==> src/include/vpm_params.svh <==
`ifndef VPM_PARAMS_SVH
`define VPM_PARAMS_SVH

// Register indices on the plain register port
`define VPM_ADDR_WIDTH        4
`define VPM_REG_PRIORITY      4'h0
`define VPM_REG_BACKGROUND    4'h1
`define VPM_REG_FIELD_0       4'h2
`define VPM_REG_FIELD_1       4'h3
`define VPM_REG_FIELD_2       4'h4
`define VPM_REG_FIELD_3       4'h5
`define VPM_REG_PLAYER_0      4'h6
`define VPM_REG_PLAYER_1      4'h7
`define VPM_REG_PLAYER_2      4'h8
`define VPM_REG_PLAYER_3      4'h9
`define VPM_REG_STATUS        4'hA

// priority_control fields
`define VPM_PRI_SEL_LSB       0
`define VPM_PRI_SEL_MSB       3
`define VPM_PRI_FIFTH_BIT     4
`define VPM_PRI_MULTI_BIT     5
`define VPM_PRI_SPECIAL_LSB   6
`define VPM_PRI_SPECIAL_MSB   7

// Select setting where the fifth player covers fields 0/1 that cover players
`define VPM_SEL_FIELD_SPLIT   4'h8

// Status fields
`define VPM_STAT_HIRES_BIT    0
`define VPM_STAT_SPECIAL_BIT  1

// Reset values
`define VPM_PRIORITY_RESET    8'h00
`define VPM_COLOR_RESET       8'h00
`define VPM_BLACK             8'h00

// Playfield codes from the display-fetch chip
`define VPM_CODE_BACKGROUND   3'h0
`define VPM_CODE_HIRES_FLAG   2

`endif

==> src/include/vpm_pkg.sv <==
package vpm_pkg;

   typedef logic [7:0] vpm_color_type;

   typedef enum logic [1:0] {
      VPM_MODE_NORMAL = 2'h0,
      VPM_MODE_LUMA16 = 2'h1,
      VPM_MODE_NINE   = 2'h2,
      VPM_MODE_HUE16  = 2'h3
   } vpm_special_type;

endpackage

==> src/core/vpm_mixer.sv <==
`timescale 1ns/1ps
`include "vpm_params.svh"

module vpm_mixer #(
   parameter int ADDR_WIDTH = `VPM_ADDR_WIDTH
) (
   input  wire logic                   clock,
   input  wire logic                   rst,
   input  wire logic                   clock_enable,
   input  wire logic [ADDR_WIDTH-1:0]  reg_address,
   input  wire logic [7:0]             reg_write_data,
   input  wire logic                   reg_write,
   input  wire logic                   reg_read,
   output      logic [7:0]             reg_read_data,
   input  wire logic                   player_zero,
   input  wire logic                   player_one,
   input  wire logic                   player_two,
   input  wire logic                   player_three,
   input  wire logic [3:0]             missile,
   input  wire logic [2:0]             playfield_code,
   input  wire logic                   horizontal_blank,
   input  wire logic                   hires_request,
   output      vpm_pkg::vpm_color_type pixel_color_first,
   output      vpm_pkg::vpm_color_type pixel_color_second,
   output      logic [3:0]             collision_player,
   output      logic [3:0]             collision_missile,
   output      logic [3:0]             collision_field,
   output      logic                   hires_collision_signal
);

   logic [7:0]             priority_control;
   vpm_pkg::vpm_color_type background_color;
   vpm_pkg::vpm_color_type field_color [4];
   vpm_pkg::vpm_color_type player_color [4];
   logic                   hires_line;
   logic [1:0]             previous_pair;

   // Replaces the luminance nibble of a color with that of field_color_1
   function automatic vpm_pkg::vpm_color_type luma_swap(input vpm_pkg::vpm_color_type base,
                                                        input logic pixel_on,
                                                        input vpm_pkg::vpm_color_type luma);
      luma_swap = pixel_on ? {base[7:4], luma[3:0]} : base;
   endfunction

   // Low-resolution decode of a playfield code into field color activity
   function automatic logic [3:0] decode_field(input logic [2:0] code);
      decode_field = 4'h0;
      if (code[`VPM_CODE_HIRES_FLAG]) begin
         decode_field[code[1:0]] = 1'b1;
      end
   endfunction

   // Register port
   always_ff @(posedge clock or posedge rst) begin
      if (rst) begin
         priority_control <= `VPM_PRIORITY_RESET;
         background_color <= `VPM_COLOR_RESET;
         for (int i = 0; i < 4; i++) begin
            field_color[i]  <= `VPM_COLOR_RESET;
            player_color[i] <= `VPM_COLOR_RESET;
         end
      end else if (clock_enable && reg_write) begin
         case (reg_address)
            `VPM_REG_PRIORITY:   priority_control <= reg_write_data;
            `VPM_REG_BACKGROUND: background_color <= reg_write_data;
            `VPM_REG_FIELD_0:    field_color[0] <= reg_write_data;
            `VPM_REG_FIELD_1:    field_color[1] <= reg_write_data;
            `VPM_REG_FIELD_2:    field_color[2] <= reg_write_data;
            `VPM_REG_FIELD_3:    field_color[3] <= reg_write_data;
            `VPM_REG_PLAYER_0:   player_color[0] <= reg_write_data;
            `VPM_REG_PLAYER_1:   player_color[1] <= reg_write_data;
            `VPM_REG_PLAYER_2:   player_color[2] <= reg_write_data;
            `VPM_REG_PLAYER_3:   player_color[3] <= reg_write_data;
            default: begin
            end
         endcase
      end
   end

   logic [1:0] special_bits;
   logic       special_on;
   assign special_bits = priority_control[`VPM_PRI_SPECIAL_MSB:`VPM_PRI_SPECIAL_LSB];
   assign special_on   = |special_bits;

   // Only the status register reads back; priority and color registers are write-only
   always_ff @(posedge clock or posedge rst) begin
      if (rst) begin
         reg_read_data <= 8'h00;
      end else if (clock_enable) begin
         reg_read_data <= 8'h00;
         if (reg_read) begin
            case (reg_address)
               `VPM_REG_STATUS: begin
                  reg_read_data[`VPM_STAT_HIRES_BIT]   <= hires_line;
                  reg_read_data[`VPM_STAT_SPECIAL_BIT] <= special_on;
               end
               default: reg_read_data <= 8'h00;
            endcase
         end
      end
   end

   // High-resolution flip-flop
   always_ff @(posedge clock or posedge rst) begin
      if (rst) begin
         hires_line <= 1'b0;
      end else if (clock_enable) begin
         if (special_on) begin
            hires_line <= 1'b0;
         end else if (horizontal_blank) begin
            hires_line <= hires_request;
         end
      end
   end

   // Playfield pair of the previous clock, forms four-bit special-mode pixels
   always_ff @(posedge clock or posedge rst) begin
      if (rst) begin
         previous_pair <= 2'h0;
      end else if (clock_enable) begin
         previous_pair <= playfield_code[1:0];
      end
   end

   // Priority resolution
   logic       fifth_on;
   logic       multi_on;
   logic [3:0] sel;
   logic       pri01;
   logic       pri12;
   logic       pri23;
   logic       pri03;
   logic       hires_active;
   logic [3:0] field_raw;
   logic       grp0;
   logic       grp1;
   logic       grp2;
   logic       grp3;
   logic       fifth;
   logic       p01;
   logic       p23;
   logic       pf0;
   logic       pf1;
   logic       pf2;
   logic       pf3;
   logic       pf01;
   logic       pf23;
   logic       sp0;
   logic       sp1;
   logic       sp2;
   logic       sp3;
   logic       sf0;
   logic       sf1;
   logic       sf2;
   logic       sf3;
   logic       sb;
   logic [3:0] special_nibble;
   vpm_pkg::vpm_color_type mixed;
   vpm_pkg::vpm_color_type next_color;

   assign fifth_on     = priority_control[`VPM_PRI_FIFTH_BIT];
   assign multi_on     = priority_control[`VPM_PRI_MULTI_BIT];
   assign sel          = priority_control[`VPM_PRI_SEL_MSB:`VPM_PRI_SEL_LSB];
   assign pri01        = sel[0] | sel[1];
   assign pri12        = sel[1] | sel[2];
   assign pri23        = sel[2] | sel[3];
   assign pri03        = sel[0] | sel[3];
   assign hires_active = hires_line & ~special_on;

   always_comb begin
      field_raw = decode_field(playfield_code);
      if (hires_active) begin
         field_raw = playfield_code[`VPM_CODE_HIRES_FLAG] ? 4'h4 : 4'h0;
      end
   end

   // Missiles join player groups unless the fifth player takes them
   assign grp0  = player_zero  | (missile[0] & ~fifth_on);
   assign grp1  = player_one   | (missile[1] & ~fifth_on);
   assign grp2  = player_two   | (missile[2] & ~fifth_on);
   assign grp3  = player_three | (missile[3] & ~fifth_on);
   assign fifth = fifth_on & (|missile);
   assign p01   = grp0 | grp1;
   assign p23   = grp2 | grp3;
   assign pf0   = field_raw[0];
   assign pf1   = field_raw[1];
   assign pf2   = field_raw[2];
   assign pf3   = field_raw[3] | fifth;
   assign pf01  = pf0 | pf1;
   assign pf23  = pf2 | pf3;

   // With sel clear these reduce to the mode-0 terms
   assign sp0 = grp0 & ~(pf01 & pri23) & ~(sel[2] & pf23);
   assign sp1 = grp1 & ~(pf01 & pri23) & ~(sel[2] & pf23)
                & (~grp0 | multi_on);
   assign sp2 = grp2 & ~p01 & ~(pf23 & pri12) & ~(pf01 & ~sel[0]);
   assign sp3 = grp3 & ~p01 & ~(pf23 & pri12) & ~(pf01 & ~sel[0])
                & (~grp2 | multi_on);
   // Fifth player outranks fields 0/1, and with sel at VPM_SEL_FIELD_SPLIT also where those fields hide the players
   assign sf3 = (pf3 & ~(p23 & pri03) & ~(p01 & ~sel[2]))
                | (fifth & pf01 & (p01 | p23) & (sel == `VPM_SEL_FIELD_SPLIT));
   assign sf0 = pf0 & ~(p23 & sel[0]) & ~(p01 & pri01) & ~sf3;
   assign sf1 = pf1 & ~(p23 & sel[0]) & ~(p01 & pri01) & ~sf3;
   assign sf2 = pf2 & ~(p23 & pri03) & ~(p01 & ~sel[2]) & ~sf3;
   assign sb  = ~p01 & ~p23 & ~pf01 & ~pf23;

   always_comb begin
      mixed = `VPM_BLACK;
      if (sp0) begin
         mixed = mixed | player_color[0];
      end
      if (sp1) begin
         mixed = mixed | player_color[1];
      end
      if (sp2) begin
         mixed = mixed | player_color[2];
      end
      if (sp3) begin
         mixed = mixed | player_color[3];
      end
      if (sf0) begin
         mixed = mixed | field_color[0];
      end
      if (sf1) begin
         mixed = mixed | field_color[1];
      end
      if (sf2) begin
         mixed = mixed | field_color[2];
      end
      if (sf3) begin
         mixed = mixed | field_color[3];
      end
      if (sb) begin
         mixed = background_color;
      end
   end

   // Special luma and hue modes: fifth player skips the player-protection check
   assign special_nibble = {previous_pair, playfield_code[1:0]};

   always_comb begin
      next_color = mixed;
      case (vpm_pkg::vpm_special_type'(special_bits))
         vpm_pkg::VPM_MODE_LUMA16: begin
            if (fifth) begin
               next_color = {field_color[3][7:4], special_nibble};
            end
         end
         vpm_pkg::VPM_MODE_HUE16: begin
            if (fifth) begin
               next_color = (special_nibble == 4'h0) ? `VPM_BLACK
                            : {special_nibble, field_color[3][3:0]};
            end
         end
         default: next_color = mixed;
      endcase
   end

   // Registered output, one resolution per color clock
   always_ff @(posedge clock or posedge rst) begin
      if (rst) begin
         pixel_color_first  <= `VPM_BLACK;
         pixel_color_second <= `VPM_BLACK;
      end else if (clock_enable) begin
         pixel_color_first  <= luma_swap(next_color,
                               hires_active & playfield_code[1], field_color[1]);
         pixel_color_second <= luma_swap(next_color,
                               hires_active & playfield_code[0], field_color[1]);
      end
   end

   // Collision feed: raw object activity, independent of fifth-player and multicolor
   always_ff @(posedge clock or posedge rst) begin
      if (rst) begin
         collision_player       <= 4'h0;
         collision_missile      <= 4'h0;
         collision_field        <= 4'h0;
         hires_collision_signal <= 1'b0;
      end else if (clock_enable) begin
         collision_player  <= {player_three, player_two, player_one, player_zero};
         collision_missile <= missile;
         if (hires_active) begin
            collision_field        <= {1'b0, playfield_code[`VPM_CODE_HIRES_FLAG]
                                      & (|playfield_code[1:0]), 2'h0};
            hires_collision_signal <= playfield_code[`VPM_CODE_HIRES_FLAG]
                                      & (|playfield_code[1:0]);
         end else begin
            collision_field        <= decode_field(playfield_code);
            hires_collision_signal <= 1'b0;
         end
      end
   end

endmodule

==> config.mk <==
export PLATFORM = sky130hd
export DESIGN_NAME = vpm_mixer
export DESIGN_NICKNAME = d
export VERILOG_FILES = /design/src/include/vpm_pkg.sv /design/src/core/vpm_mixer.sv
export VERILOG_INCLUDE_DIRS = /design/src /design/src/include
export SDC_FILE = /design/constraint.sdc
export NUM_CORES = 1
export LEC_CHECK = 0
export BUFFER_PORTS_ARGS = -buffer_cell sky130_fd_sc_hd__buf_2
export CAP_MARGIN = 20
export CORE_MARGIN = 1
export CORE_UTILIZATION = 27
export CTS_CLUSTER_SIZE = 28
export DETAILED_ROUTE_END_ITERATION = 12
export GPL_ROUTABILITY_DRIVEN = 0
export GPL_TIMING_DRIVEN = 0
export SYNTH_ARGS = -nofsm -noshare
export SYNTH_HDL_FRONTEND = slang
export SYNTH_SLANG_ARGS = --single-unit
==> constraint.sdc <==
create_clock -name clock -period 4.2 [get_ports clock]
set_input_delay 0 -clock clock [delete_from_list [all_inputs] [get_ports clock]]
set_output_delay 0 -clock clock [all_outputs]
set_load 0.005 [all_outputs]
==> flow_results.org <==
** Logic synthesis
- Summed over its instances, the top area cell type makes up between 50% and 60% of the synthesized netlist area.
- Predominant post-synthesis flop cell :: sky130_fd_sc_hd__dfrtp_1
- For this run, the register share of the synthesized area comes to 50.8%.
- The synthesized design spends more area on one cell type than any other, namely sky130_fd_sc_hd__dfrtp_1.
- Instance count of the mapped netlist :: ~460
- Count of warnings emitted by yosys :: 0
- Area of the mapped netlist :: about 5400 um2
- Synthesized area divided by synthesized cell count :: about 12 um2
- Of all flip-flops after synthesis, the portion carrying an async set or reset was 100%.
- After synthesis, the netlist uses 55 different library cells.
- Ranked by total cell area, the synthesized netlist is headed by sky130_fd_sc_hd__dfrtp_1 51%, sky130_fd_sc_hd__mux2_2 19%, sky130_fd_sc_hd__a22oi_1 1.7%.
- The synthesized design contains 0 enable-type register cells.
- Number of synthesized register bits :: 110

** Job
- Across the run, the number of max-cap violations was 0.

** Floorplan
- Site row count :: a little over 50
- Total die area :: around 21000 um2
- I/O pin count :: 67
- Width of the chip :: about 140 um
- Once the floorplan was initialized, standard cells occupied between 20% and 30% of the core.
- Core Area :: 19600 um2
- From bottom edge to top edge, the die measures 144 um.

** Routing
- The detail route stage leaves a number of antenna-violating nets equal to 0.
- Remaining routing DRC violations :: 0
- Met2 WL :: between 6000 and 7000 um
- After detailed routing, the total wire length is between 10000 and 15000 um.
- The detailed router put a total of about 6700 um of wire on met1.
- In this run the top signal layer used is met5.
- In the final routed layout, each cell accounts on average for about 19 um.
- Met3 wire length :: 945 um
- Using the TritonRoute via totals, the vias-per-cell ratio works out to just over 5.
- After the first detailed-routing iteration, the DRC count stood at between 300 and 400.
- Router iterations before antenna repair :: 5
- The final route contains roughly 4000 vias.

** Min path
- Hold path depth :: 3
- Launch point of the worst hold path :: playfield_code[0]
- The path with the worst hold slack has its endpoint at collision_field[3]$_DFFE_PP0P_.
- The path class of the tightest hold or removal check is in -> reg.

** Worst setup path
- Crit-path max FO :: 9
- Data arrives at the worst endpoint at about 2.9 ns.
- Startpoint types :: flip-flop
- Crit Reg-Reg Startpoint :: priority_control[4]$_DFFE_PP0P_
- In this run the critical register-to-register path is captured at pixel_color_first[3]$_DFFE_PP0P_.
- Critical path type :: reg -> reg
- For the worst setup path, the data required time is about 4.5 ns.
- Measured in cells, the most critical reg-to-reg path has a length of 8.
- Worst Setup End Kind :: flip-flop
- Worst setup slack for register-to-register paths :: about 1.6 ns

** Global routing
- Global router's overall resource usage :: between 10% and 20%
- The initial antenna violation count came to 1.
- Leftover overflow at the end of global routing :: 0
- Pin count of the biggest net entering global routing :: 64
- Number of global-route vias before repair :: ~4000
- The first global-routing pass estimated about 23000 um of wire.

** STA
- After routing, the total negative slack on setup checks comes to 0 ns.
- Hold is met by slightly below 0.04 ns.
- Of the available clock period, the critical path in the final layout requires 62.2%.
- Fmax :: approximately 0.38 GHz
- Slew at the pin with the worst max-slew slack :: 0.909 ns
- RSZ-0062 raised after global routing :: no
- Final setup violation count :: 0
- Worst-case clock skew :: roughly 0.011 ns
- Final worst path period need :: 2.61 ns
- Count of endpoints failing hold in the final timing report :: 0
- The number of pins with negative max-slew slack in the final report is 0.
- Headroom to the max-slew limit :: a little under 40%

** Power
- Power spread over the standard cell area amounts to ~460 nW/um2.
- Worst vdd ir :: 0.169 mV
- In this run the static leakage power is roughly 2.8 nW.
- Final Total Pwr :: approximately 0.003 W

** Cells and area
- Most common cell after layout, fill and taps aside :: sky130_fd_sc_hd__dfrtp_1
- Relative to the synthesized area, the layout overhead comes to 19.3%.
- Measured on the finished design, the core utilization comes to 33.0%.
- Total of fill cells in the finished design :: 1974
- Registers take around 2800 um2.
- Share of layout cells above drive strength 1 :: between 30% and 40%
- For this run, the post-layout net count is approximately 570.
- 0 antenna diodes ended up in the layout.
- Area of combinational cells with multiple inputs :: ~2400 um2
- Commonest cells after routing, fill and taps aside :: 110 x sky130_fd_sc_hd__dfrtp_1, 91 x sky130_fd_sc_hd__mux2_2, 50 x sky130_fd_sc_hd__buf_2, 20 x sky130_fd_sc_hd__nor2_1, 17 x sky130_fd_sc_hd__inv_1

** Run status
- The run finished with clean final reports.

** Clock network
- CTS tree :: done
- Count of H-tree levels built during CTS :: 3
- CTS placed an instance of sky130_fd_sc_hd__clkbuf_16 at the clock tree root.
- CTS sink cnt :: between 100 and 150
- TritonCTS Buffers :: 9
- At the later pin of the worst-skew pair, clock insertion delay measures between 0.3 and 0.4 ns.
- CTS clock-pin slew for the worst setup and hold paths :: roughly 0.08 ns
- After clock tree synthesis, the setup repair step added 0 buffers.
- Clock buffer depth :: 2

** Place
- Port buffering added 50 buffers.
- Summed over all nets, the half-perimeter wirelength after detailed placement is around 11000 um.
## layer usage
layer | vias to the layer above | GRT usage (%)
li1 | 1845 | -
met1 | 2060 | 20.0
met2 | 151 | 24.0
met3 | 23 | 3.33
met4 | 2 | 7.05
met5 | - | 0
## critical path: stages, from the launching register on
cell                       delay [ns]
sky130_fd_sc_hd__dfrtp_1         0.42
sky130_fd_sc_hd__inv_1           0.10
sky130_fd_sc_hd__a21o_1          0.19
sky130_fd_sc_hd__buf_1           0.26
sky130_fd_sc_hd__a21oi_1         0.71
sky130_fd_sc_hd__a22oi_1         0.24
sky130_fd_sc_hd__o221ai_1        0.32
sky130_fd_sc_hd__o21bai_1        0.13
sky130_fd_sc_hd__a21oi_1         0.15
## synth_stat cells (8+ instances only)
cell,n
sky130_fd_sc_hd__a21oi_1,14
sky130_fd_sc_hd__a22o_1,8
sky130_fd_sc_hd__a22oi_1,12
sky130_fd_sc_hd__a32o_1,8
sky130_fd_sc_hd__buf_1,10
sky130_fd_sc_hd__buf_4,10
sky130_fd_sc_hd__clkbuf_1,16
sky130_fd_sc_hd__dfrtp_1,110
sky130_fd_sc_hd__inv_1,18
sky130_fd_sc_hd__mux2_2,91
sky130_fd_sc_hd__mux2i_1,8
sky130_fd_sc_hd__nand2b_1,8
sky130_fd_sc_hd__nand3_1,8
sky130_fd_sc_hd__nor2_1,20
sky130_fd_sc_hd__nor2b_1,9
sky130_fd_sc_hd__o21ai_0,12
sky130_fd_sc_hd__o22ai_1,10
## where the power goes
group	leakage (nW)	switching, W	total, W	internal (W)
Combinational	1.25	0.000347	0.000687	0.000339
Sequential	1.40	0.000132	0.00139	0.00126
Clock	0.146	0.000410	0.000875	0.000465
## worst max-delay path by stage
stage	start	end	cells past startpoint
after global routing	priority_control[6]$_DFFE_PP0P_	pixel_color_second[1]$_DFFE_PP0P_	7
after detailed placement	priority_control[4]$_DFFE_PP0P_	pixel_color_second[1]$_DFFE_PP0P_	8
after floorplan	rst	background_color[0]$_DFFE_PP0P_	1
final	priority_control[4]$_DFFE_PP0P_	pixel_color_first[3]$_DFFE_PP0P_	8
after global placement	rst	pixel_color_first[1]$_DFFE_PP0P_	2
after CTS	priority_control[4]$_DFFE_PP0P_	pixel_color_second[1]$_DFFE_PP0P_	8
## timing repair
| item | in CTS | in global routing |
|---|---|---|
| gates resized for setup | 0 | 0 |
| endpoints found under the hold margin | 56 | 0 |
| hold buffers | 11 | 0 |
## sequential cells by signal, summed over array words and instances (netlist names), 2 cells and up
name	cells
field_color	32
player_color	32
background_color	8
collision_field	4
collision_missile	4
previous_pair	2
priority_control	8
reg_read_data	2
pixel_color_first	8
pixel_color_second	4
collision_player	4
## area by class of cell
class,count,area share (%)
inverter,18,1.08
multi-input combinational,297,37.6
tap,265,5.13
clock inverter,7,1.14
clock buffer,9,3.48
buffer,37,2.85
timing repair buffer,63,6.12
sequential,110,42.6
## metrics by stage
step,instance area [um2],setup WS [ns],cells
CTS,6450,1.60,805
detailed placement,6050,1.60,778
floorplan,5430,1.30,462
finish,6460,1.59,806
global route,6460,1.40,806
global placement,6020,0.164,777
## logic make-up after synthesis
logic type	after synthesis	share of synthesized area [%]
flops	110	50.8
other cells	1	0.0692
mux	99	20.4
buf+inv	55	4.64
compound gates	108	14.4
simple gates	84	9.66
Power figures use the tool's default switching activity.
